<file path="src/pkg/linrm_pkg.sv">
/*
 Constants of the link register map and error detection block:
 register indices, field positions, reset values and timing.
 Assumes a 125 MHz system clock.
*/
package linrm_pkg;
    localparam int IDX_W = 5;
    localparam logic [4:0] IDX_DATA0 = 5'h00;
    localparam logic [4:0] IDX_CTRL = 5'h08;
    localparam logic [4:0] IDX_STAT = 5'h09;
    localparam logic [4:0] IDX_ERR = 5'h0a;
    localparam logic [4:0] IDX_SIZE = 5'h0b;
    localparam logic [4:0] IDX_DIV = 5'h0c;
    localparam logic [4:0] IDX_MUL = 5'h0d;
    localparam logic [4:0] IDX_ID = 5'h0e;
    localparam logic [4:0] IDX_IRQ_ST = 5'h0f;
    localparam logic [4:0] IDX_IRQ_MSK = 5'h10;
    localparam logic [4:0] IDX_MODE = 5'h11;
    localparam int NUM_REGS = 18;
    localparam int NUM_DATA = 8;
    localparam int CTRL_STOP = 7;
    localparam int CTRL_SLEEP = 6;
    localparam int CTRL_DIR = 5;
    localparam int CTRL_DATA_ACKNOWLEDGE = 4;
    localparam int CTRL_CLRINT = 3;
    localparam int CTRL_CLRERR = 2;
    localparam int CTRL_WAKE = 1;
    localparam int CTRL_START = 0;
    localparam int ST_ACTIVE = 7;
    localparam int ST_IDLE = 6;
    localparam int ST_ABORT = 5;
    localparam int ST_DREQ = 4;
    localparam int ST_PEND = 3;
    localparam int ST_ERROR = 2;
    localparam int ST_WAKEUP = 1;
    localparam int ST_DONE = 0;
    localparam int ERR_SYNC = 4;
    localparam int ERR_PAR = 3;
    localparam int ERR_TIMEOUT_ERROR = 2;
    localparam int ERR_CHK = 1;
    localparam int ERR_BIT = 0;
    localparam int ERR_W = 5;
    localparam int IRQ_ERR = 0;
    localparam int IRQ_DONE = 1;
    localparam int IRQ_WAKE = 2;
    localparam int IRQ_IDLE = 3;
    localparam int IRQ_W = 4;
    localparam int SIZE_ENH = 7;
    localparam int MODE_MASTER = 0;
    localparam int ID_W = 6;
    localparam logic [7:0] RST_BYTE = 8'h00;
    localparam logic [7:0] CHK_GOOD = 8'hff;
    localparam int CLK_NS = 8;
    localparam int FRAME_MAX_US = 10000;
endpackage

</file>
<file path="src/logic/linrm_core.sv">
/*
 Link controller register set with error detection, reached over
 AHB-Lite (register index times four is the byte address).
 Assumes a frame engine on the same clock that reports header, data,
 checksum and bit timing events, and a transceiver on linRxPin.
*/
// Contract
// - Master-only and slave-only bits obey mode.
// - Error register at 0x0A, read-only, reset zero.
// - Error bits 7:5 read zero, writes ignored.
// - Slave sync field tolerance error sets bit 4.
// - Slave parity error sets bit 3.
// - Master sees no slave response: timeout.
// - Slave expects data, none comes: timeout.
// - Frame longer than maximum length: timeout.
// - No acknowledge or stop by first byte: timeout.
// - Wrong checksum sets bit 1.
// - Monitored bit differs from sent: bit 0.
// - Any error aborts frame and requests interrupt.
// - Clear-errors bit wipes error register and summary.
// - No start or wake-up while summary set.
`timescale 1ns/1ps
module linrm_core #(
    parameter int FRAME_MAX_US = linrm_pkg::FRAME_MAX_US
) (
    input wire logic clk,
    input wire logic rst,
    input wire logic hsel,
    input wire logic [31:0] haddr,
    input wire logic [1:0] htrans,
    input wire logic hwrite,
    input wire logic [2:0] hsize,
    input wire logic [31:0] hwdata,
    input wire logic hready,
    output logic [31:0] hrdata,
    output logic hreadyout,
    output logic hresp,
    input wire logic linRxPin,
    input wire logic frameStart,
    input wire logic frameEnd,
    input wire logic idValid,
    input wire logic [7:0] idByte,
    input wire logic rxByteValid,
    input wire logic [2:0] rxByteIdx,
    input wire logic [7:0] rxByte,
    input wire logic chkValid,
    input wire logic [7:0] chkByte,
    input wire logic syncTolFail,
    input wire logic masterNoRespEv,
    input wire logic slaveNoDataEv,
    input wire logic txActive,
    input wire logic txBit,
    input wire logic bitSample,
    input wire logic busActive,
    input wire logic dataReqLvl,
    input wire logic idleTimeoutEv,
    input wire logic wakeupEv,
    input wire logic doneEv,
    output logic [63:0] dataBuf,
    output logic masterMode,
    output logic stopReq,
    output logic sleepMode,
    output logic directionSelect,
    output logic dataAck,
    output logic startRequest,
    output logic wakeupRequest,
    output logic frameAbort,
    output logic enhancedChecksum,
    output logic [3:0] frameLength,
    output logic [7:0] dividerLow,
    output logic [7:0] baudMultiplier,
    output logic [5:0] frameIdentifier,
    output logic irq
);
    localparam int FRAME_MAX_CYC = FRAME_MAX_US * 1000 / linrm_pkg::CLK_NS;

    function automatic logic [7:0] addCarry(input logic [7:0] a, input logic [7:0] b);
        logic [8:0] s;
        s = {1'b0, a} + {1'b0, b};
        return s[7:0] + {7'h00, s[8]};
    endfunction

    // Bus address phase and deferred write data phase
    logic [4:0] addrQ;
    logic wrHitQ;
    logic wrPendQ;
    logic [7:0] rdByte;
    wire accept = hsel && htrans[1] && hready;
    wire [4:0] idx = haddr[6:2];
    wire hit = (haddr[31:7] == 25'h0) && (idx < 5'(linrm_pkg::NUM_REGS));
    wire rdAcc = accept && !hwrite;
    wire wrEn = wrPendQ && wrHitQ;
    wire [7:0] wData = hwdata[7:0];
    wire wrCtrl = wrEn && (addrQ == linrm_pkg::IDX_CTRL);
    wire wrSize = wrEn && (addrQ == linrm_pkg::IDX_SIZE);
    wire wrDiv = wrEn && (addrQ == linrm_pkg::IDX_DIV);
    wire wrMul = wrEn && (addrQ == linrm_pkg::IDX_MUL);
    wire wrId = wrEn && (addrQ == linrm_pkg::IDX_ID);
    wire wrMask = wrEn && (addrQ == linrm_pkg::IDX_IRQ_MSK);
    wire wrMode = wrEn && (addrQ == linrm_pkg::IDX_MODE);
    wire rdIrqSt = rdAcc && hit && (idx == linrm_pkg::IDX_IRQ_ST);

    // A write holds hreadyout low one cycle so a following read sees it
    always_ff @(posedge clk) begin
        if (rst) begin
            addrQ <= '0;
            wrHitQ <= 1'b0;
            wrPendQ <= 1'b0;
            hreadyout <= 1'b1;
            hresp <= 1'b0;
            hrdata <= '0;
        end else begin
            wrPendQ <= accept && hwrite;
            hreadyout <= !(accept && hwrite);
            if (accept) begin
                addrQ <= idx;
                wrHitQ <= hwrite && hit;
            end
            if (rdAcc) begin
                hrdata <= {24'h000000, rdByte};
            end
        end
    end

    // Pin synchroniser for the monitored bus level
    logic rxMetaQ;
    logic rxSyncQ;
    always_ff @(posedge clk) begin
        if (rst) begin
            rxMetaQ <= 1'b1;
            rxSyncQ <= 1'b1;
        end else begin
            rxMetaQ <= linRxPin;
            rxSyncQ <= rxMetaQ;
        end
    end

    // Control and configuration
    logic [7:0] sizeQ;
    logic [7:0] mulQ;
    logic errorQ;
    wire ctrlStart = wrCtrl && wData[linrm_pkg::CTRL_START];
    wire ctrlWake = wrCtrl && wData[linrm_pkg::CTRL_WAKE];
    wire ctrlClrErr = wrCtrl && wData[linrm_pkg::CTRL_CLRERR];
    wire ctrlClrInt = wrCtrl && wData[linrm_pkg::CTRL_CLRINT];
    wire slaveWr = wrCtrl && !masterMode;

    always_ff @(posedge clk) begin
        if (rst) begin
            masterMode <= 1'b0;
            stopReq <= 1'b0;
            sleepMode <= 1'b0;
            directionSelect <= 1'b0;
            dataAck <= 1'b0;
            startRequest <= 1'b0;
            wakeupRequest <= 1'b0;
            sizeQ <= linrm_pkg::RST_BYTE;
            dividerLow <= linrm_pkg::RST_BYTE;
            mulQ <= linrm_pkg::RST_BYTE;
            frameIdentifier <= '0;
        end else begin
            if (wrMode) begin
                masterMode <= wData[linrm_pkg::MODE_MASTER];
            end
            if (wrCtrl) begin
                directionSelect <= wData[linrm_pkg::CTRL_DIR];
            end
            // Acknowledge and stop are per frame, so a new header drops them
            if (frameStart) begin
                stopReq <= 1'b0;
                dataAck <= 1'b0;
            end else if (slaveWr) begin
                stopReq <= wData[linrm_pkg::CTRL_STOP];
                dataAck <= wData[linrm_pkg::CTRL_DATA_ACKNOWLEDGE];
            end
            if (slaveWr) begin
                sleepMode <= wData[linrm_pkg::CTRL_SLEEP];
            end
            startRequest <= ctrlStart && masterMode && !errorQ;
            wakeupRequest <= ctrlWake && !errorQ;
            if (wrSize) begin
                sizeQ <= wData;
            end
            if (wrDiv) begin
                dividerLow <= wData;
            end
            if (wrMul) begin
                mulQ <= wData;
            end
            if (wrId) begin
                frameIdentifier <= wData[5:0];
            end
        end
    end

    assign enhancedChecksum = sizeQ[linrm_pkg::SIZE_ENH];
    assign frameLength = sizeQ[3:0];
    assign baudMultiplier = mulQ;

    // Data buffer; a byte from the bus engine wins over a software write
    genvar g;
    generate
        for (g = 0; g < linrm_pkg::NUM_DATA; g++) begin : gData
            wire engWr = rxByteValid && (rxByteIdx == 3'(g));
            wire swWr = wrEn && (addrQ == linrm_pkg::IDX_DATA0 + 5'(g));
            always_ff @(posedge clk) begin
                if (rst) begin
                    dataBuf[8*g +: 8] <= linrm_pkg::RST_BYTE;
                end else if (engWr) begin
                    dataBuf[8*g +: 8] <= rxByte;
                end else if (swWr) begin
                    dataBuf[8*g +: 8] <= wData;
                end
            end
        end
    endgenerate

    // Checksum: classic sums data only, enhanced starts from the identifier
    logic [7:0] sumQ;
    always_ff @(posedge clk) begin
        if (rst) begin
            sumQ <= '0;
        end else if (frameStart) begin
            sumQ <= '0;
        end else if (idValid && enhancedChecksum) begin
            sumQ <= idByte;
        end else if (rxByteValid) begin
            sumQ <= addCarry(sumQ, rxByte);
        end
    end

    // Protected identifier parity bits
    wire par0 = idByte[0] ^ idByte[1] ^ idByte[2] ^ idByte[4];
    wire par1 = !(idByte[1] ^ idByte[3] ^ idByte[4] ^ idByte[5]);
    wire parBad = (idByte[6] != par0) || (idByte[7] != par1);

    logic frameTooLong;
    linrm_frame_timer #(
        .LIMIT(FRAME_MAX_CYC)
    ) uTimer (
        .clk(clk),
        .rst(rst),
        .start(frameStart),
        .stop(frameEnd || frameAbort),
        .expired(frameTooLong)
    );

    // Error event detection
    wire syncEv = syncTolFail && !masterMode;
    wire parEv = idValid && parBad && !masterMode;
    wire toMaster = masterNoRespEv && masterMode;
    wire toSlave = slaveNoDataEv && !masterMode;
    wire noAck = rxByteValid && (rxByteIdx == 3'h0) && !masterMode
        && !dataAck && !stopReq;
    wire toutEv = toMaster || toSlave || frameTooLong || noAck;
    wire chkEv = chkValid && (addCarry(sumQ, chkByte) != linrm_pkg::CHK_GOOD);
    wire bitEv = bitSample && txActive && (rxSyncQ != txBit);
    logic [linrm_pkg::ERR_W-1:0] errSet;
    assign errSet = {syncEv, parEv, toutEv, chkEv, bitEv};
    wire anyErr = |errSet;

    // Error flags: a new error in the clearing cycle is kept
    logic [linrm_pkg::ERR_W-1:0] errQ;
    always_ff @(posedge clk) begin
        if (rst) begin
            errQ <= '0;
            errorQ <= 1'b0;
            frameAbort <= 1'b0;
        end else begin
            errQ <= (ctrlClrErr ? '0 : errQ) | errSet;
            errorQ <= (errorQ && !ctrlClrErr) || anyErr;
            frameAbort <= anyErr;
        end
    end

    // Sticky status bits, cleared by the clear-interrupt command
    logic idleQ;
    logic abortQ;
    logic wakeQ;
    logic doneQ;
    always_ff @(posedge clk) begin
        if (rst) begin
            idleQ <= 1'b0;
            abortQ <= 1'b0;
            wakeQ <= 1'b0;
            doneQ <= 1'b0;
        end else begin
            idleQ <= (idleQ && !ctrlClrInt) || idleTimeoutEv;
            abortQ <= (abortQ && !ctrlClrInt) || (anyErr && !masterMode);
            wakeQ <= (wakeQ && !ctrlClrInt) || wakeupEv;
            doneQ <= (doneQ && !ctrlClrInt) || doneEv;
        end
    end

    // Interrupt status: read clears, set wins, mask gates the output
    logic [linrm_pkg::IRQ_W-1:0] irqStQ;
    logic [linrm_pkg::IRQ_W-1:0] irqMaskQ;
    logic [linrm_pkg::IRQ_W-1:0] irqSet;
    assign irqSet = {idleTimeoutEv, wakeupEv, doneEv, anyErr};
    wire irqClr = rdIrqSt || ctrlClrInt;
    always_ff @(posedge clk) begin
        if (rst) begin
            irqStQ <= '0;
            irqMaskQ <= '0;
            irq <= 1'b0;
        end else begin
            irqStQ <= (irqClr ? '0 : irqStQ) | irqSet;
            if (wrMask) begin
                irqMaskQ <= wData[linrm_pkg::IRQ_W-1:0];
            end
            irq <= |(irqStQ & irqMaskQ);
        end
    end

    // Register views; command bits and unused bits read zero
    logic [7:0] ctrlView;
    logic [7:0] statView;
    logic [7:0] regView [0:linrm_pkg::NUM_REGS-1];
    assign ctrlView = {stopReq && !masterMode, sleepMode && !masterMode,
        directionSelect, dataAck && !masterMode, 4'h0};
    assign statView = {busActive, idleQ, abortQ && !masterMode,
        dataReqLvl && !masterMode, irq, errorQ, wakeQ, doneQ};
    generate
        for (g = 0; g < linrm_pkg::NUM_DATA; g++) begin : gView
            assign regView[g] = dataBuf[8*g +: 8];
        end
    endgenerate
    assign regView[linrm_pkg::IDX_CTRL] = ctrlView;
    assign regView[linrm_pkg::IDX_STAT] = statView;
    assign regView[linrm_pkg::IDX_ERR] = {3'h0, errQ};
    assign regView[linrm_pkg::IDX_SIZE] = {sizeQ[7], 3'h0, sizeQ[3:0]};
    assign regView[linrm_pkg::IDX_DIV] = dividerLow;
    assign regView[linrm_pkg::IDX_MUL] = mulQ;
    assign regView[linrm_pkg::IDX_ID] = {2'h0, frameIdentifier};
    assign regView[linrm_pkg::IDX_IRQ_ST] = {4'h0, irqStQ};
    assign regView[linrm_pkg::IDX_IRQ_MSK] = {4'h0, irqMaskQ};
    assign regView[linrm_pkg::IDX_MODE] = {7'h00, masterMode};
    assign rdByte = hit ? regView[idx] : 8'h00;
endmodule

</file>
<file path="src/logic/linrm_frame_timer.sv">
/*
 Frame length watchdog: counts cycles from frame start to frame end.
 Assumes start, stop and abort are one-cycle pulses on the same clock.
*/
`timescale 1ns/1ps
module linrm_frame_timer #(
    parameter int LIMIT = 1250000
) (
    input wire logic clk,
    input wire logic rst,
    input wire logic start,
    input wire logic stop,
    output logic expired
);
    localparam int CW = $clog2(LIMIT + 1);
    localparam logic [CW-1:0] LAST = CW'(LIMIT - 1);

    logic [CW-1:0] countQ;
    logic runQ;
    wire atLimit = runQ && (countQ == LAST);

    always_ff @(posedge clk) begin
        if (rst) begin
            countQ <= '0;
            runQ <= 1'b0;
            expired <= 1'b0;
        end else begin
            expired <= atLimit && !stop && !start;
            if (start) begin
                countQ <= '0;
                runQ <= 1'b1;
            end else if (stop || atLimit) begin
                runQ <= 1'b0;
            end else if (runQ) begin
                countQ <= countQ + 1'b1;
            end
        end
    end
endmodule

</file>
<file path="config.mk">
export PLATFORM = sky130hd
export DESIGN_NAME = linrm_core
export DESIGN_NICKNAME = d
export VERILOG_FILES = /design/src/pkg/linrm_pkg.sv /design/src/logic/linrm_core.sv /design/src/logic/linrm_frame_timer.sv
export SDC_FILE = /design/constraint.sdc
export NUM_CORES = 1
export LEC_CHECK = 0
export ABC_CLOCK_PERIOD_IN_PS = 8500
export BUFFER_PORTS_ARGS = -buffer_cell sky130_fd_sc_hd__buf_4
export CAP_MARGIN = 20
export CORE_ASPECT_RATIO = 1.25
export CORE_MARGIN = 2
export CORE_UTILIZATION = 34
export DETAILED_ROUTE_END_ITERATION = 8
export PLACE_DENSITY = 0.59
export SLEW_MARGIN = 20
export SYNTH_ARGS = -nofsm -noshare
export SYNTH_HDL_FRONTEND = slang
export SYNTH_SLANG_ARGS = --single-unit
</file>
<file path="constraint.sdc">
create_clock -name clk -period 8.5 [get_ports clk]
set_input_delay 0 -clock clk [delete_from_list [all_inputs] [get_ports clk]]
set_output_delay 0 -clock clk [all_outputs]
set_load 0.01 [all_outputs]
</file>
# --- Yosys cells after proc, flatten, opt, wreduce, memory -nomap -nowiden ---
# Index checks and enable logic that the tools add are counted.
word_totals:
  word_cells: 217
  regBits: 170
  output_inout_bits: 134
  inputBits: 118
op_classes:
  n_eq_ne: 27
  bitwise_logic: 11
  add_sub_neg: 5
  muxes: 26
  magnitude_cmp: 2
  reduce_logical: 106
ops:
  columns: ["operator", "count"]
  rows:
  - ["$mux 8", 21]
  - ["$logic_and 1x1->1", 66]
  - ["$bmux 8 s5", 1]
  - ["$eq 5x4->1 const B", 6]
  - ["$logic_not 25->1", 1]
  - ["$add 21x1->21 const B", 1]
  - ["$eq 21x21->1 const B", 1]
  - ["$eq 5x3->1 const B", 4]
  - ["$reduce_bool 2->1", 10]
  - ["$add 8x8->9", 2]
  - ["$add 8x1->8", 2]
  - ["$eq 3x3->1 const B", 4]
  - ["$logic_or 1x1->1", 12]
  - ["$logic_not 1->1", 11]
  - ["$eq 5x2->1 const B", 2]
  - ["$eq 5x5->1 const B", 2]
  - ["$ne 8x8->1 const B", 1]
  - ["$eq 3x2->1 const B", 2]
  - ["$ge 6x6->1 const B", 1]
  - ["$not 5->6", 1]
  - ["$xor 1x1->1", 6]
  - ["$eq 5x1->1 const B", 1]
  - ["$logic_not 5->1", 1]
  - ["$lt 5x5->1 const B", 1]
  - ["other kinds (14)", 17]

# --- Logic depth before layout (Yosys ltp) ---
# Gate-level depths: netlist (run 1).
logic_depth:
  word_depth: 11
  depth_mapped: 17
  ltp_nobuf: 17

# --- Cells and area by module ---
# From an unflattened synthesis (run 1), not the netlist that was laid out.
unflattened:
  hier_cells: 1056
  area_unflattened_um2: 9300.2
by_module_without_submodules:
  columns: ["mod", "instances", "seq_area_each_um2", "area_per_inst_um2", "cells_each"]
  rows:
  - ["linrm_core", 1, 2882.8, 8125.3, 923]
  - ["linrm_frame_timer", 1, 460.4, 1174.9, 133]

# --- Worst setup path after synthesis (run 1) ---
# Ideal clock, no wire load.
synth_timing:
  path_kind: "reg2reg"
  start: "register sumQ[0]"
  end: "register abortQ"
  path_stages_with_launch: 18
  setup_slack_ns: 5.550
  path_buffers: 0
  t_arrival_ns: 2.834
  setup_time_ns: 0.117
  period_less_slack_ns: 2.950
  required_time_ns: 8.383
  cell_sequence: "dfxtp_1 > ha_1 > inv_1 > fa_1 > nor2b_1 > o31a_1 > nor3_1 > nor2_1 > o21ai_0 > nand2b_1 > ha_1 > ha_1 > o2111ai_1 > a21oi_1 > nand3_1 > o41ai_2 > a21oi_1 > a22o_1"
synth_via:
  elab_chain_cells: 7
synth_rtl:
  columns: ["item", "line", "text"]
  rows:
  - ["from (decl)", "linrm_core.sv:219", "logic [7:0] sumQ;"]
  - ["from (signal assigned)", "linrm_core.sv:226", "sumQ <= idByte;"]
  - ["from (signal assigned)", "linrm_core.sv:228", "sumQ <= addCarry(sumQ, rxByte);"]
  - ["$add 8x8->9", "linrm_core.sv:79", "s = {1'b0, a} + {1'b0, b};"]
  - ["$add 8x1->8", "linrm_core.sv:80", "return s[7:0] + {7'h00, s[8]};"]
  - ["$ne 8x8->1", "linrm_core.sv:256", "wire chkEv = chkValid && (addCarry(sumQ, chkByte) != linrm_pkg::CHK_GOOD);"]
  - ["$logic_and 1x1->1", "linrm_core.sv:256", null]
  - ["$reduce_or 5->1", "linrm_core.sv:260", "wire anyErr = |errSet;"]
  - ["$logic_and 1x1->1", "linrm_core.sv:289", "abortQ <= (abortQ && !ctrlClrInt) || (anyErr && !masterMode);"]
  - ["$logic_or 1x1->1", "linrm_core.sv:289", null]
  - ["to (signal assigned)", "linrm_core.sv:289", null]
  - ["to (decl)", "linrm_core.sv:278", "logic abortQ;"]
# Every way passes these cells.
# A chain may end at the register's enable or synchronous reset.

# --- Worst setup path after layout (run 1) ---
# Same ends and word-level chain as after synthesis.

==> results by group, run 1 <==
Detailed routing
  • Total length of routed met3 wires: 2190 um
  • Starting DRC count in detailed routing: 489
  • Detailed route wirelength on metal2: between 15000 and 20000 um
  • DR WL/cell: 18.9 um
  • Remaining DRCs: 0
  • Post-DR vias/cell: 5.21
  • Via count of the routed design: about 8400
  • First-pass DRT Iterations: 6
  • M1 WL: around 12000 um
  • DRT antenna net count: 0
  • Routed WL: 30400 um
  • Highest metal layer used by the detailed router: met4

Placed design
  • Hpwl dp: 22200 um
  • Placed instance count: 1534
  • GP Congestion: 0.828
  • Setup WS pre-CTS: about 5.0 ns
  • Placement Cell Area: 0.0107 mm2
  • Number of I/O port buffers: 196

Die
  • Die extent in y: 188 um
  • Initial standard-cell utilization of the core: 0.344
  • Row count: 67
  • Core outline area: 0.0267 mm2
  • Die span in x: around 150 um
  • Total die area: approximately 0.028 mm2
  • Number of top-level pins: roughly 250

Power
  • Worst-case vdd ir drop: ~0.00013 V
  • Power density normalized to cell area: 160 mW/mm2
  • Static leakage power: approximately 5.0 nW

Synthesis
  • Top_reg_cell synth: sky130_fd_sc_hd__dfxtp_1
  • Post-synthesis register bit count: roughly 170
  • Synthesized area per cell: 8.65 um2
  • Number of flops mapped to enable cells by yosys: 0
  • Count of mapped cells out of synthesis: 1059
  • Sequential share of the synthesized area: 0.365
  • Combined area of all synthesized cells: 0.00916 mm2
  • Fraction of registers with async set/reset: 0
  • Synth Warn #: 0
  • Number of distinct library cell variants in the gate-level netlist after synthesis: slightly above 60

Timing
  • Relative max-transition margin: 0.306
  • Period utilisation layout: 0.417
  • Final slew viol count: 0
  • Setup repair after global routing missed its margin: no
  • Least-Margin Pin Slew: 1.04 ns
  • Max Clk Rate: 0.282 GHz
  • Post-route setup TNS: 0 ns
  • Setup ws final: just under 5 ns
  • Final Critical Period: between 3 and 4 ns
  • Smallest hold slack: approximately 0.019 ns
  • Final-report hold violation count: 0
  • Final worst clock skew: 0.00642 ns
  • Final count of negative-setup-slack endpoints: 0

Final layout
  • Commonest non-fill, non-tap cell in the layout: sky130_fd_sc_hd__buf_4
  • Final antenna diode count: 0
  • Net count reported at finish: roughly 1400
  • Area Overhead vs Synth: 28.4%
  • Layout cell share with drive strength beyond 1: 0.222
  • Top library cells by usage in the layout, fill and taps aside: sky130_fd_sc_hd__buf_4, sky130_fd_sc_hd__nor2_1, sky130_fd_sc_hd__dfxtp_1
  • Final instance area: approximately 0.012 mm2
  • Layout fillers: 2638
  • Post-layout instance count excluding filler cells: ~1600

Global route
  • Antenna violations before repair: 0
  • Global-route wire length before repair: 45700 um
  • Overall Global Routing Usage: 0.212
  • Grt ovf: 0
  • Pin count of the biggest net entering global routing: between 60 and 70
  • Via count of the first global-routing pass: 8005

Min path
  • Min-delay worst type: primary input to flop

Clocking
  • Clock transition time at the flip-flop clock pins of the worst setup and hold paths: 0.07 ns
  • Maximum clock path buffer count: 2
  • Clock root cell: sky130_fd_sc_hd__clkbuf_16
  • Sink count of the clock tree: ~170
  • Number of CTS-inserted buffers: 17
  • Clock latency at the later pin of the worst-skew pair: between 0.4 and 0.5 ns
  • Number of H-tree levels: 4
  • Post-CTS Setup Inserts: 0
  • TritonCTS clock tree: yes

Setup path
  • Crit path cell chain: ha_1 -> inv_1 -> fa_1 -> nor2b_1 -> o31a_1 -> nor3_1 -> nor2_1 -> o21ai_0 -> nand2b_1 -> ha_1 -> nor3b_2 -> xnor2_2 -> xnor2_1 -> o41ai_2 -> a21oi_1 -> a22o_1
  • Top fanout value on the critical path: 3
  • Critical path data arrival time: between 3 and 4 ns
  • Kind of start point of the critical path: flop
  • Critical Path End Type: flop
  • Critical Path Max Stage Delay: between 0.5 and 0.6 ns
  • Crit path max-delay cell type: sky130_fd_sc_hd__o41ai_2
  • Most frequent cell on the critical path: sky130_fd_sc_hd__ha_1
  • Data required, critical path: between 8 and 9 ns
  • Kind of critical path: flop to flop

Job
  • Number of maximum-capacitance constraint violations: 0

Outcome
  • Result of the run: finished, final reports clean
registers in the layout (all words and copies together) (netlist names), 4 cells and up:
signal	flops
sumQ	8
hrdata	8
errQ	5
irqMaskQ	4
addrQ	5
irqStQ	4
uTimer.countQ	21
dataBuf	64
frameIdentifier	6
dividerLow	8
baudMultiplier	8
sizeQ	5
synth_stat cells (19+ instances only):
cell	number	share of area
sky130_fd_sc_hd__nand3_1	25	0.014
sky130_fd_sc_hd__buf_2	22	0.012
sky130_fd_sc_hd__o21ai_0	29	0.016
sky130_fd_sc_hd__nand2_1	59	0.024
sky130_fd_sc_hd__buf_4	26	0.021
sky130_fd_sc_hd__a21oi_1	96	0.052
sky130_fd_sc_hd__clkbuf_1	40	0.016
sky130_fd_sc_hd__mux2i_1	107	0.12
sky130_fd_sc_hd__inv_1	19	0.0078
sky130_fd_sc_hd__nor2_1	196	0.080
sky130_fd_sc_hd__ha_1	21	0.029
sky130_fd_sc_hd__xor2_1	20	0.019
sky130_fd_sc_hd__mux4_2	21	0.052
sky130_fd_sc_hd__a211oi_1	27	0.022
sky130_fd_sc_hd__dfxtp_1	167	0.36
worst max-delay path, delay by kind of cell, from the launching register on:
kind            cells  cell delay, ns
fa+ha+maj           3            0.73
xor+xnor            2            0.24
buf+inv             1            0.06
compound gates      5            1.31
simple gates        5            0.72
flops               1            0.37
what timing repair did:
item / in CTS / in global routing
endpoints found under the hold margin: 75 / 0
gates resized for setup: 0 / 0
hold buffers: 41 / 0
where the power goes:
part / switching, W / leakage [nW] / internal [W]
registers: 0.0000181 / 1.35 / 0.000800
logic: 0.000140 / 3.35 / 0.000117
clock network: 0.000342 / 0.280 / 0.000465
total: 0.000500 / 4.98 / 0.00138
metal layers:
layer | global-route usage | vias to the layer above
met4 | 0.0679 | 0
met2 | 0.365 | 302
met3 | 0.0428 | 44
met5 | 0 | -
met1 | 0.263 | 3953
li1 | - | 4072
per-stage QoR:
step                 util  power, W
floorplan               -  0.000988
global placement    0.403   0.00107
detailed placement  0.403   0.00108
CTS                 0.441   0.00190
global route        0.441   0.00195
finish              0.441   0.00188
final timing paths:
path / start / end / slack, ns / cells past startpoint
max: sumQ[0]$_SDFFE_PP0P_ / abortQ$_SDFF_PP0_ / 4.95 / 16
min reg2reg: rxMetaQ$_SDFF_PP1_ / rxSyncQ$_SDFF_PP1_ / 0.41 / 1
min: rxByte[1] / dataBuf[49]$_SDFFE_PP0P_ / 0.02 / 3
max reg2reg: sumQ[0]$_SDFFE_PP0P_ / abortQ$_SDFF_PP0_ / 4.95 / 16
kinds of logic after synthesis:
group                      Yosys count  synth area share
adders and majority gates           23            0.0331
xor gates and xnor gates            37            0.0377
and+or+nand+nor                    370             0.185
AOI/OAI and AO/OA                  208             0.141
DFF                                167             0.365
buffers and inverters              121            0.0641
other                                1          0.000409
muxes                              132             0.173
cell type report:
cell class,instances,area (um2),share of cell area
clock buffer,18,429,0.0365
multi-input combinational,795,5350,0.455
timing repair buffer,248,1960,0.167
clock inverter,14,173,0.0147
tap,345,432,0.0367
inverter,20,75.1,0.00638
sequential,167,3340,0.284
Power figures use the tool's default switching activity.
==> run 2: changes to the inputs <==
ABC_AREA = 1   (was unset)
ABC_CLOCK_PERIOD_IN_PS = 2880   (was 8500)
PLACE_DENSITY = 0.6   (was 0.59)
clock period = 2.88 ns   (was 8.5 ns; I/O delays follow)
==> run 2 against run 1 <==
  * Global-route usage increased by 2.4 points
  * Clock skew increased by 0.0073 ns
  * Sequential share of layout area is 1.7 points lower
  * Clock power rose to 3.0 times the previous value
  * Sequential cell count stayed put
  * Non-clock buffer count grew 21
  * Sequential power grew to 3.0 times the previous value
  * Routed wire length up 19%
  * Die area increased by 6.4%
  * Synthesized area increased by 6.6%
  * Largest cell class unchanged
==> results by group, run 2 <==
Outcome
  • Result of the run: finished, final reports clean

Timing
  • Relative max-transition margin: 0.380 (+0.0741)
  • Final count of negative-setup-slack endpoints: 0 (unchanged)
  • Final-report hold violation count: 0 (unchanged)
  • Final Critical Period: 2.79 ns (-0.752 ns)
  • Post-route setup TNS: 0 ns (unchanged)
  • Period utilisation layout: 0.970 (+0.553)
  • Least-Margin Pin Slew: 0.929 ns (-0.110 ns)
  • Max Clk Rate: 0.358 GHz (+27%)
  • Final slew viol count: 0 (unchanged)
  • Setup repair after global routing missed its margin: yes
  • Final worst clock skew: 0.0137 ns (+0.00725 ns)

Clocking
  • Number of CTS-inserted buffers: 17 (unchanged)
  • TritonCTS clock tree: yes
  • Clock root cell: sky130_fd_sc_hd__clkbuf_16
  • Clock transition time at the flip-flop clock pins of the worst setup and hold paths: 0.07 ns (about the same)
  • Number of H-tree levels: 4 (unchanged)
  • Clock latency at the later pin of the worst-skew pair: 0.44 ns (about the same)
  • Sink count of the clock tree: 167 (unchanged)
  • Maximum clock path buffer count: 2 (unchanged)

Synthesis
  • Synthesized area per cell: 6.90 um2 (-20%)
  • Post-synthesis register bit count: 167 (unchanged)
  • Area share of the leading cell type in the synthesized netlist: 0.342 (-0.0225)
  • Dominant cell type by area after synthesis: sky130_fd_sc_hd__dfxtp_1
  • Number of distinct library cell variants in the gate-level netlist after synthesis: 55 (-11%)
  • Top post-synthesis cells by count: sky130_fd_sc_hd__nand2_1, sky130_fd_sc_hd__dfxtp_1, sky130_fd_sc_hd__nand3_1
  • Most common cell in the synthesized netlist: sky130_fd_sc_hd__nand2_1
  • Sequential share of the synthesized area: 0.342 (-0.0225)
  • Cell types occupying the most area after synthesis: sky130_fd_sc_hd__dfxtp_1, sky130_fd_sc_hd__nand2_1, sky130_fd_sc_hd__nand3_1, sky130_fd_sc_hd__o21ai_0, sky130_fd_sc_hd__a21oi_1
  • Count of mapped cells out of synthesis: 1415 (+34%)
  • Fraction of registers with async set/reset: 0 (unchanged)
  • Top_reg_cell synth: sky130_fd_sc_hd__dfxtp_1
  • Synth Warn #: 0 (unchanged)
  • Number of flops mapped to enable cells by yosys: 0 (unchanged)
  • Combined area of all synthesized cells: 0.00976 mm2 (+6.6%)

Detailed routing
  • DRT antenna net count: 0 (unchanged)
  • Post-DR vias/cell: 5.37 (+3.2%)
  • Remaining DRCs: 0 (unchanged)
  • First-pass DRT Iterations: 5 (-1)
  • DR WL/cell: 18.2 um (-4.0%)
  • Starting DRC count in detailed routing: 934 (+91%)
  • Routed WL: 36100 um (+19%)
  • Via count of the routed design: 10688 (+28%)

Min path
  • Min-delay worst type: primary input to flop
  • Depth of the worst hold-timing path: 5 (+2)

Final layout
  • Final core utilization: 0.442 (about the same)
  • Post-layout instance count excluding filler cells: 1989 (+24%)
  • Top library cells by usage in the layout, fill and taps aside: sky130_fd_sc_hd__nand2_1, sky130_fd_sc_hd__buf_4, sky130_fd_sc_hd__dfxtp_1
  • Commonest non-fill, non-tap cell in the layout: sky130_fd_sc_hd__nand2_1
  • Flip-flop count of the largest register after layout: 64 (unchanged)
  • Largest registers: dataBuf (64), uTimer.countQ (21)
  • Final instance area: 0.0125 mm2 (+6.3%)
  • Final antenna diode count: 0 (unchanged)
  • Net count reported at finish: 1762 (+27%)
  • Layout fillers: 2924 (+11%)
  • Largest register by flop count: dataBuf
  • Area Overhead vs Synth: 28.1%
  • Layout cell share with drive strength beyond 1: 0.196 (-0.0260)

Setup path
  • Worst reg-to-reg path cell count: 23 (+7)
  • Kind of start point of the critical path: flop
  • Data required, critical path: 3.20 ns (-5.62 ns)
  • Setup slack of the most critical reg-to-reg path: 0.09 ns (-4.87 ns)
  • Top fanout value on the critical path: 3 (unchanged)
  • Kind of critical path: flop to flop
  • Critical path data arrival time: 3.12 ns (-0.75 ns)
  • Critical Path End Type: flop

Die
  • Initial standard-cell utilization of the core: 0.345 (+0.00107)
  • Row count: 69 (+3.0%)
  • Total die area: 0.0301 mm2 (+6.4%)
  • Die extent in y: 193 um (+3.2%)
  • Die span in x: 156 um (+3.1%)
  • Number of top-level pins: 252 (unchanged)
  • Core outline area: 0.0283 mm2 (+6.2%)

Global route
  • Via count of the first global-routing pass: 9871 (+23%)
  • Grt ovf: 0 (unchanged)
  • Global-route wire length before repair: 55500 um (+21%)
  • Overall Global Routing Usage: 0.236 (+0.0244)
  • Pin count of the biggest net entering global routing: 58 (-12%)
  • Antenna violations before repair: 1 (+1)

Power
  • Power density normalized to cell area: 463 mW/mm2 (+190%)
  • Sum of internal, switching and leakage power: 0.00579 W (+210%)
  • Worst-case vdd ir drop: 0.000302 V (+140%)
  • Static leakage power: 5.37 nW (+7.8%)

Placed design
  • Number of I/O port buffers: 196 (unchanged)
  • Placed instance count: 1901 (+24%)
  • Placement Cell Area: 0.0113 mm2 (+5.0%)
  • Hpwl dp: 26200 um (+18%)
  • GP Congestion: 0.896 (+8.3%)

Job
  • Number of maximum-capacitance constraint violations: 0 (unchanged)
[run 2: cell count changes in the layout (fill, tap and decap cells not counted), sizes merged, moves of 12 or more]
cell,change
nand2,+276
nor2,-125
nand3,+124
o21ai,+117
mux2i,-107
inv,+106
a31oi,+62
a211oi,-26
nand4,+22
mux4,-21
a21oi,+13
dlygate4sd3,+13
nor2b,-12
[run 2: what timing repair did]
action | CTS | global route
endpoints found under the hold margin | 113 | 0
buffers inserted | 0 | 2
hold buffers | 54 | 0
gates resized for setup | 0 | 15
setup endpoints to repair | 0 | 5
[run 2: worst paths after layout]
check | endpoint | startpoint
max | errorQ$_SDFF_PP0_ | sumQ[0]$_SDFFE_PP0P_
min | errQ[0]$_SDFF_PP0_ | txBit
max reg2reg | errorQ$_SDFF_PP0_ | sumQ[0]$_SDFFE_PP0P_
min reg2reg | rxSyncQ$_SDFF_PP1_ | rxMetaQ$_SDFF_PP1_
[run 2: final cells by class]
class,instances,area (um2),share of cell area
clock buffers,17,425,0.0340
clock inverters,15,189,0.0151
inverters,125,475,0.0380
multi-input cells,1041,5460,0.437
flip-flops and latches,167,3350,0.268
well taps,355,444,0.0355
repair buffers,269,2170,0.173
[run 2: cell families after synthesis]
group	count (synthesis)	synth area share
buf+inv	231	0.113
fa+ha+maj	23	0.0310
compound gates	349	0.200
other cells	1	0.000384
xor+xnor	23	0.0206
simple gates	621	0.293
flops	167	0.342
[run 2: through the flow]
stage	hold WS (ns)	setup WS, ns
after floorplan	0.104	0.364
after global placement	0.188	0.139
after detailed placement	0.188	0.0733
after CTS	0.00987	0.0263
after global routing	0.0352	-0.115
final	0.0163	0.0866
[run 2: report_power, final]
| part | switching, W | internal [W] | total [W] |
|---|---|---|---|
| combinational | 0.000558 | 0.000358 | 0.000916 |
| clock | 0.00106 | 0.00139 | 0.00245 |
| sequential | 0.0000599 | 0.00237 | 0.00243 |
[run 2: routing by layer]
| layer | wire length (um) | up-vias | global-route usage | share of wire |
|---|---|---|---|---|
| met4 | 1120 | 2 | 0.0866 | 0.031 |
| met1 | 14300 | 4961 | 0.291 | 0.39 |
| met3 | 3310 | 75 | 0.0591 | 0.092 |
| met2 | 17400 | 484 | 0.396 | 0.48 |
| li1 | - | 5166 | - | - |
| met5 | 16 | - | 0 | 0.00044 |
[run 2: worst max-delay path, stage by stage, from the launching register on]
cell and delay (ns):
sky130_fd_sc_hd__dfxtp_2 0.36, sky130_fd_sc_hd__ha_4 0.14, sky130_fd_sc_hd__inv_2 0.04, sky130_fd_sc_hd__fa_2 0.40, sky130_fd_sc_hd__inv_2 0.07, sky130_fd_sc_hd__nand4_1 0.12, sky130_fd_sc_hd__nand3_2 0.12, sky130_fd_sc_hd__nand3_2 0.06
sky130_fd_sc_hd__nand3b_1 0.09, sky130_fd_sc_hd__ha_2 0.20, sky130_fd_sc_hd__ha_4 0.13, sky130_fd_sc_hd__nand2_2 0.03, sky130_fd_sc_hd__inv_1 0.04, sky130_fd_sc_hd__nand2_1 0.04, sky130_fd_sc_hd__nor2_1 0.08, sky130_fd_sc_hd__nand3_1 0.08
sky130_fd_sc_hd__nor2_1 0.10, sky130_fd_sc_hd__nand3_1 0.08, sky130_fd_sc_hd__nor2_1 0.09, sky130_fd_sc_hd__nand3_1 0.10, sky130_fd_sc_hd__nand2_1 0.11, sky130_fd_sc_hd__nand2_2 0.06, sky130_fd_sc_hd__nand2_2 0.08, sky130_fd_sc_hd__nand2_1 0.06
==> run 3: changes to the inputs <==
ABC_AREA = unset   (was 1)
CORE_UTILIZATION = 45   (was 34)
PLACE_DENSITY = 0.76   (was 0.6)
==> run 3 against run 2 <==
  * Largest cell class unchanged
  * Global-route usage increased by 3.2 points
  * Sequential cell count unchanged
  * Via count decreased by 19%
  * Critical path type unchanged
  * Clock skew decreased by 0.0031 ns
  * Register-to-register slack got worse by 0.21 ns
  * Largest power group is now sequential cells
  * Utilization increased by 15 points
  * The run now ends with negative setup slack left
  * Combinational power decreased by 13%
==> results by group, run 3 (synthesized netlist as in run 1, its figures left out) <==
Final layout
  • Area Overhead vs Synth: 29.6%
  • Flip-flop count of the largest register after layout: 64 (unchanged)
  • Commonest non-fill, non-tap cell in the layout: sky130_fd_sc_hd__buf_4
  • Layout cell share with drive strength beyond 1: 0.243 (+0.0471)
  • Final antenna diode count: 0 (unchanged)
  • Largest register by flop count: dataBuf
  • Net count reported at finish: 1407 (-20%)
  • Top library cells by usage in the layout, fill and taps aside: sky130_fd_sc_hd__buf_4, sky130_fd_sc_hd__nor2_1, sky130_fd_sc_hd__dfxtp_1
  • Largest registers: dataBuf (64), uTimer.countQ (21)

Min path
  • Min-delay worst type: primary input to flop
  • Start point of the worst hold path: haddr[27]
  • Endpoint, Worst Hold: wrHitQ$_SDFFE_PP0P_
  • Depth of the worst hold-timing path: 6 (+1)

Placed design
  • Number of I/O port buffers: 196 (unchanged)
  • Hpwl dp: 21100 um (-19%)
  • GP Congestion: 0.908 (+1.4%)
  • Setup WS pre-CTS: -0.224 ns (-0.298 ns)

Clocking
  • TritonCTS clock tree: yes
  • Number of H-tree levels: 4 (unchanged)
  • Clock root cell: sky130_fd_sc_hd__clkbuf_16
  • Clock latency at the later pin of the worst-skew pair: 0.43 ns (about the same)
  • Maximum clock path buffer count: 2 (unchanged)
  • Clock transition time at the flip-flop clock pins of the worst setup and hold paths: 0.06 ns (about the same)
  • Sink count of the clock tree: 167 (unchanged)
  • Number of CTS-inserted buffers: 17 (unchanged)

Timing
  • Relative max-transition margin: 0.357 (-0.0230)
  • Least-Margin Pin Slew: 0.951 ns (+0.0222 ns)
  • Final count of negative-setup-slack endpoints: 4 (+4)
  • Final worst clock skew: 0.0106 ns (-0.00305 ns)
  • Setup ws final: -0.126 ns (-0.213 ns)
  • Setup repair after global routing missed its margin: yes
  • Final Critical Period: 3.01 ns (+0.213 ns)
  • Max Clk Rate: 0.333 GHz (-7.1%)
  • Period utilisation layout: 1.04 (+0.0740)
  • Final-report hold violation count: 0 (unchanged)
  • Smallest hold slack: 0.00654 ns (-0.00972 ns)
  • Final slew viol count: 0 (unchanged)

Setup path
  • Worst r2r dst: abortQ$_SDFF_PP0_
  • Data required, critical path: 3.19 ns (about the same)
  • Kind of critical path: flop to flop
  • Setup slack of the most critical reg-to-reg path: -0.13 ns (-0.21 ns)
  • Critical Path End Type: flop
  • Critical Path Max Stage Delay: 0.41 ns (about the same)
  • Crit path cell chain: ha_4 -> inv_2 -> fa_2 -> nor2b_2 -> o31a_1 -> nor3_1 -> nor2_1 -> o21ai_1 -> nand2b_1 -> ha_2 -> nor3b_4 -> xnor2_2 -> xnor2_2 -> o41ai_4 -> a21oi_2 -> a22o_1
  • Kind of start point of the critical path: flop
  • Worst reg-to-reg path cell count: 16 (-30%)
  • Crit path max-delay cell type: sky130_fd_sc_hd__o41ai_4
  • Top fanout value on the critical path: 3 (unchanged)
  • Critical path data arrival time: 3.32 ns (+0.20 ns)
  • Most frequent cell on the critical path: sky130_fd_sc_hd__xnor2_2
  • Launching point of the worst reg2reg path: sumQ[0]$_SDFFE_PP0P_

Die
  • Die span in x: 132 um (-15%)
  • Core outline area: 0.0200 mm2 (-29%)
  • Row count: 58 (-16%)
  • Total die area: 0.0215 mm2 (-28%)
  • Die extent in y: 164 um (-15%)
  • Number of top-level pins: 252 (unchanged)
  • Initial standard-cell utilization of the core: 0.457 (+0.113)

Global route
  • Antenna violations before repair: 0 (-1)
  • Via count of the first global-routing pass: 8228 (-17%)
  • Overall Global Routing Usage: 0.268 (+0.0315)
  • Pin count of the biggest net entering global routing: 76 (+31%)
  • Global-route wire length before repair: 45000 um (-19%)
  • Grt ovf: 0 (unchanged)

Power
  • Sum of internal, switching and leakage power: 0.00554 W (-4.4%)
  • Worst-case vdd ir drop: 0.000389 V (+29%)
  • Power density normalized to cell area: 466 mW/mm2 (+0.69%)
  • Static leakage power: 5.07 nW (-5.6%)

Detailed routing
  • Detailed route wirelength on metal2: 14700 um (-16%)
  • DRT antenna net count: 0 (unchanged)
  • M1 WL: 11700 um (-18%)
  • Starting DRC count in detailed routing: 555 (-41%)
  • Total length of routed met3 wires: 2080 um (-37%)
  • Via count of the routed design: 8607 (-19%)
  • Routed WL: 29500 um (-18%)
  • First-pass DRT Iterations: 7 (+2)
  • Highest metal layer used by the detailed router: met4
  • Post-DR vias/cell: 5.57 (+3.6%)
  • DR WL/cell: 19.1 um (+5.3%)
  • Remaining DRCs: 0 (unchanged)

Outcome
  • Result of the run: complete, but fails checks
  • Violations in the final reports: negative setup slack

Job
  • Number of maximum-capacitance constraint violations: 0 (unchanged)
[run 3: changes by cell type in the layout (fill, tap and decap cells not counted), moves of 62 or more]
cell,before,now
sky130_fd_sc_hd__nand3_1,145,25
sky130_fd_sc_hd__o21ai_0,131,27
sky130_fd_sc_hd__a31oi_1,65,3
sky130_fd_sc_hd__mux2i_1,0,107
sky130_fd_sc_hd__inv_1,109,18
sky130_fd_sc_hd__nor2_1,64,196
sky130_fd_sc_hd__nand2_1,315,59
[run 3: through the flow]
| step | setup TNS [ns] | util | std cells | cell area, um2 |
|---|---|---|---|---|
| 4_1_cts | -0.184 | 0.590 | 1545 | 11800 |
| 3_3_place_gp | -0.306 | 0.538 | 1475 | 10800 |
| 6_report | -0.319 | 0.593 | 1546 | 11900 |
| 2_1_floorplan | 0 | - | 1083 | 9260 |
| 5_1_grt | -1.14 | 0.593 | 1546 | 11900 |
| 3_5_place_dp | -0.700 | 0.539 | 1476 | 10800 |
[run 3: where the power goes]
group          leakage [nW]  internal, W  total [W]  switching, W
clock                 0.286      0.00140    0.00233      0.000927
combinational          3.43     0.000367   0.000799      0.000432
sequential             1.36      0.00236    0.00241     0.0000504
[run 3: cell type report]
| class | instances | area [um2] |
|---|---|---|
| clock inverters | 7 | 121 |
| inverters | 20 | 75.1 |
| flip-flops and latches | 167 | 3340 |
| multi-input cells | 795 | 5450 |
| well taps | 270 | 338 |
| repair buffers | 265 | 2090 |
| clock buffers | 22 | 464 |
| fillers | 1760 | 8150 |
[run 3: worst max-delay path by stage]
stage                              to                  from  cells past startpoint  slack, ns
detailed placement  abortQ$_SDFF_PP0_  sumQ[0]$_SDFFE_PP0P_                     17      -0.22
global placement    abortQ$_SDFF_PP0_  sumQ[0]$_SDFFE_PP0P_                     17      -0.14
CTS                 abortQ$_SDFF_PP0_  sumQ[0]$_SDFFE_PP0P_                     17      -0.09
floorplan           abortQ$_SDFF_PP0_  sumQ[0]$_SDFFE_PP0P_                     17       0.03
global route        abortQ$_SDFF_PP0_  sumQ[0]$_SDFFE_PP0P_                     16      -0.31
finish              abortQ$_SDFF_PP0_  sumQ[0]$_SDFFE_PP0P_                     16      -0.13
[run 3: repair_timing]
| item | in CTS | in global routing |
|---|---|---|
| pin swaps | 1 | 4 |
| hold endpoints to repair | 70 | 0 |
| setup endpoints to repair | 7 | 12 |
| buffers inserted | 1 | 1 |
| gates cloned | 0 | 0 |
| hold buffers | 39 | 0 |
| gates resized for setup | 10 | 9 |
[run 3: worst max-delay path, delay by kind of cell (launching register included)]
kind                     cells  cell delay, ns
AND/OR/NAND/NOR              5            0.61
adder cells (fa/ha/maj)      3            0.69
AO/OA/AOI/OAI                5            0.97
XOR/XNOR                     2            0.25
buffers and inverters        1            0.03
flip-flops                   1            0.35
[run 3: per-layer routing]
layer  vias up  GRT usage
met5         -          0
met4         0      0.114
met3        76     0.0521
met2       402      0.476
met1      4022      0.315
li1       4107          -
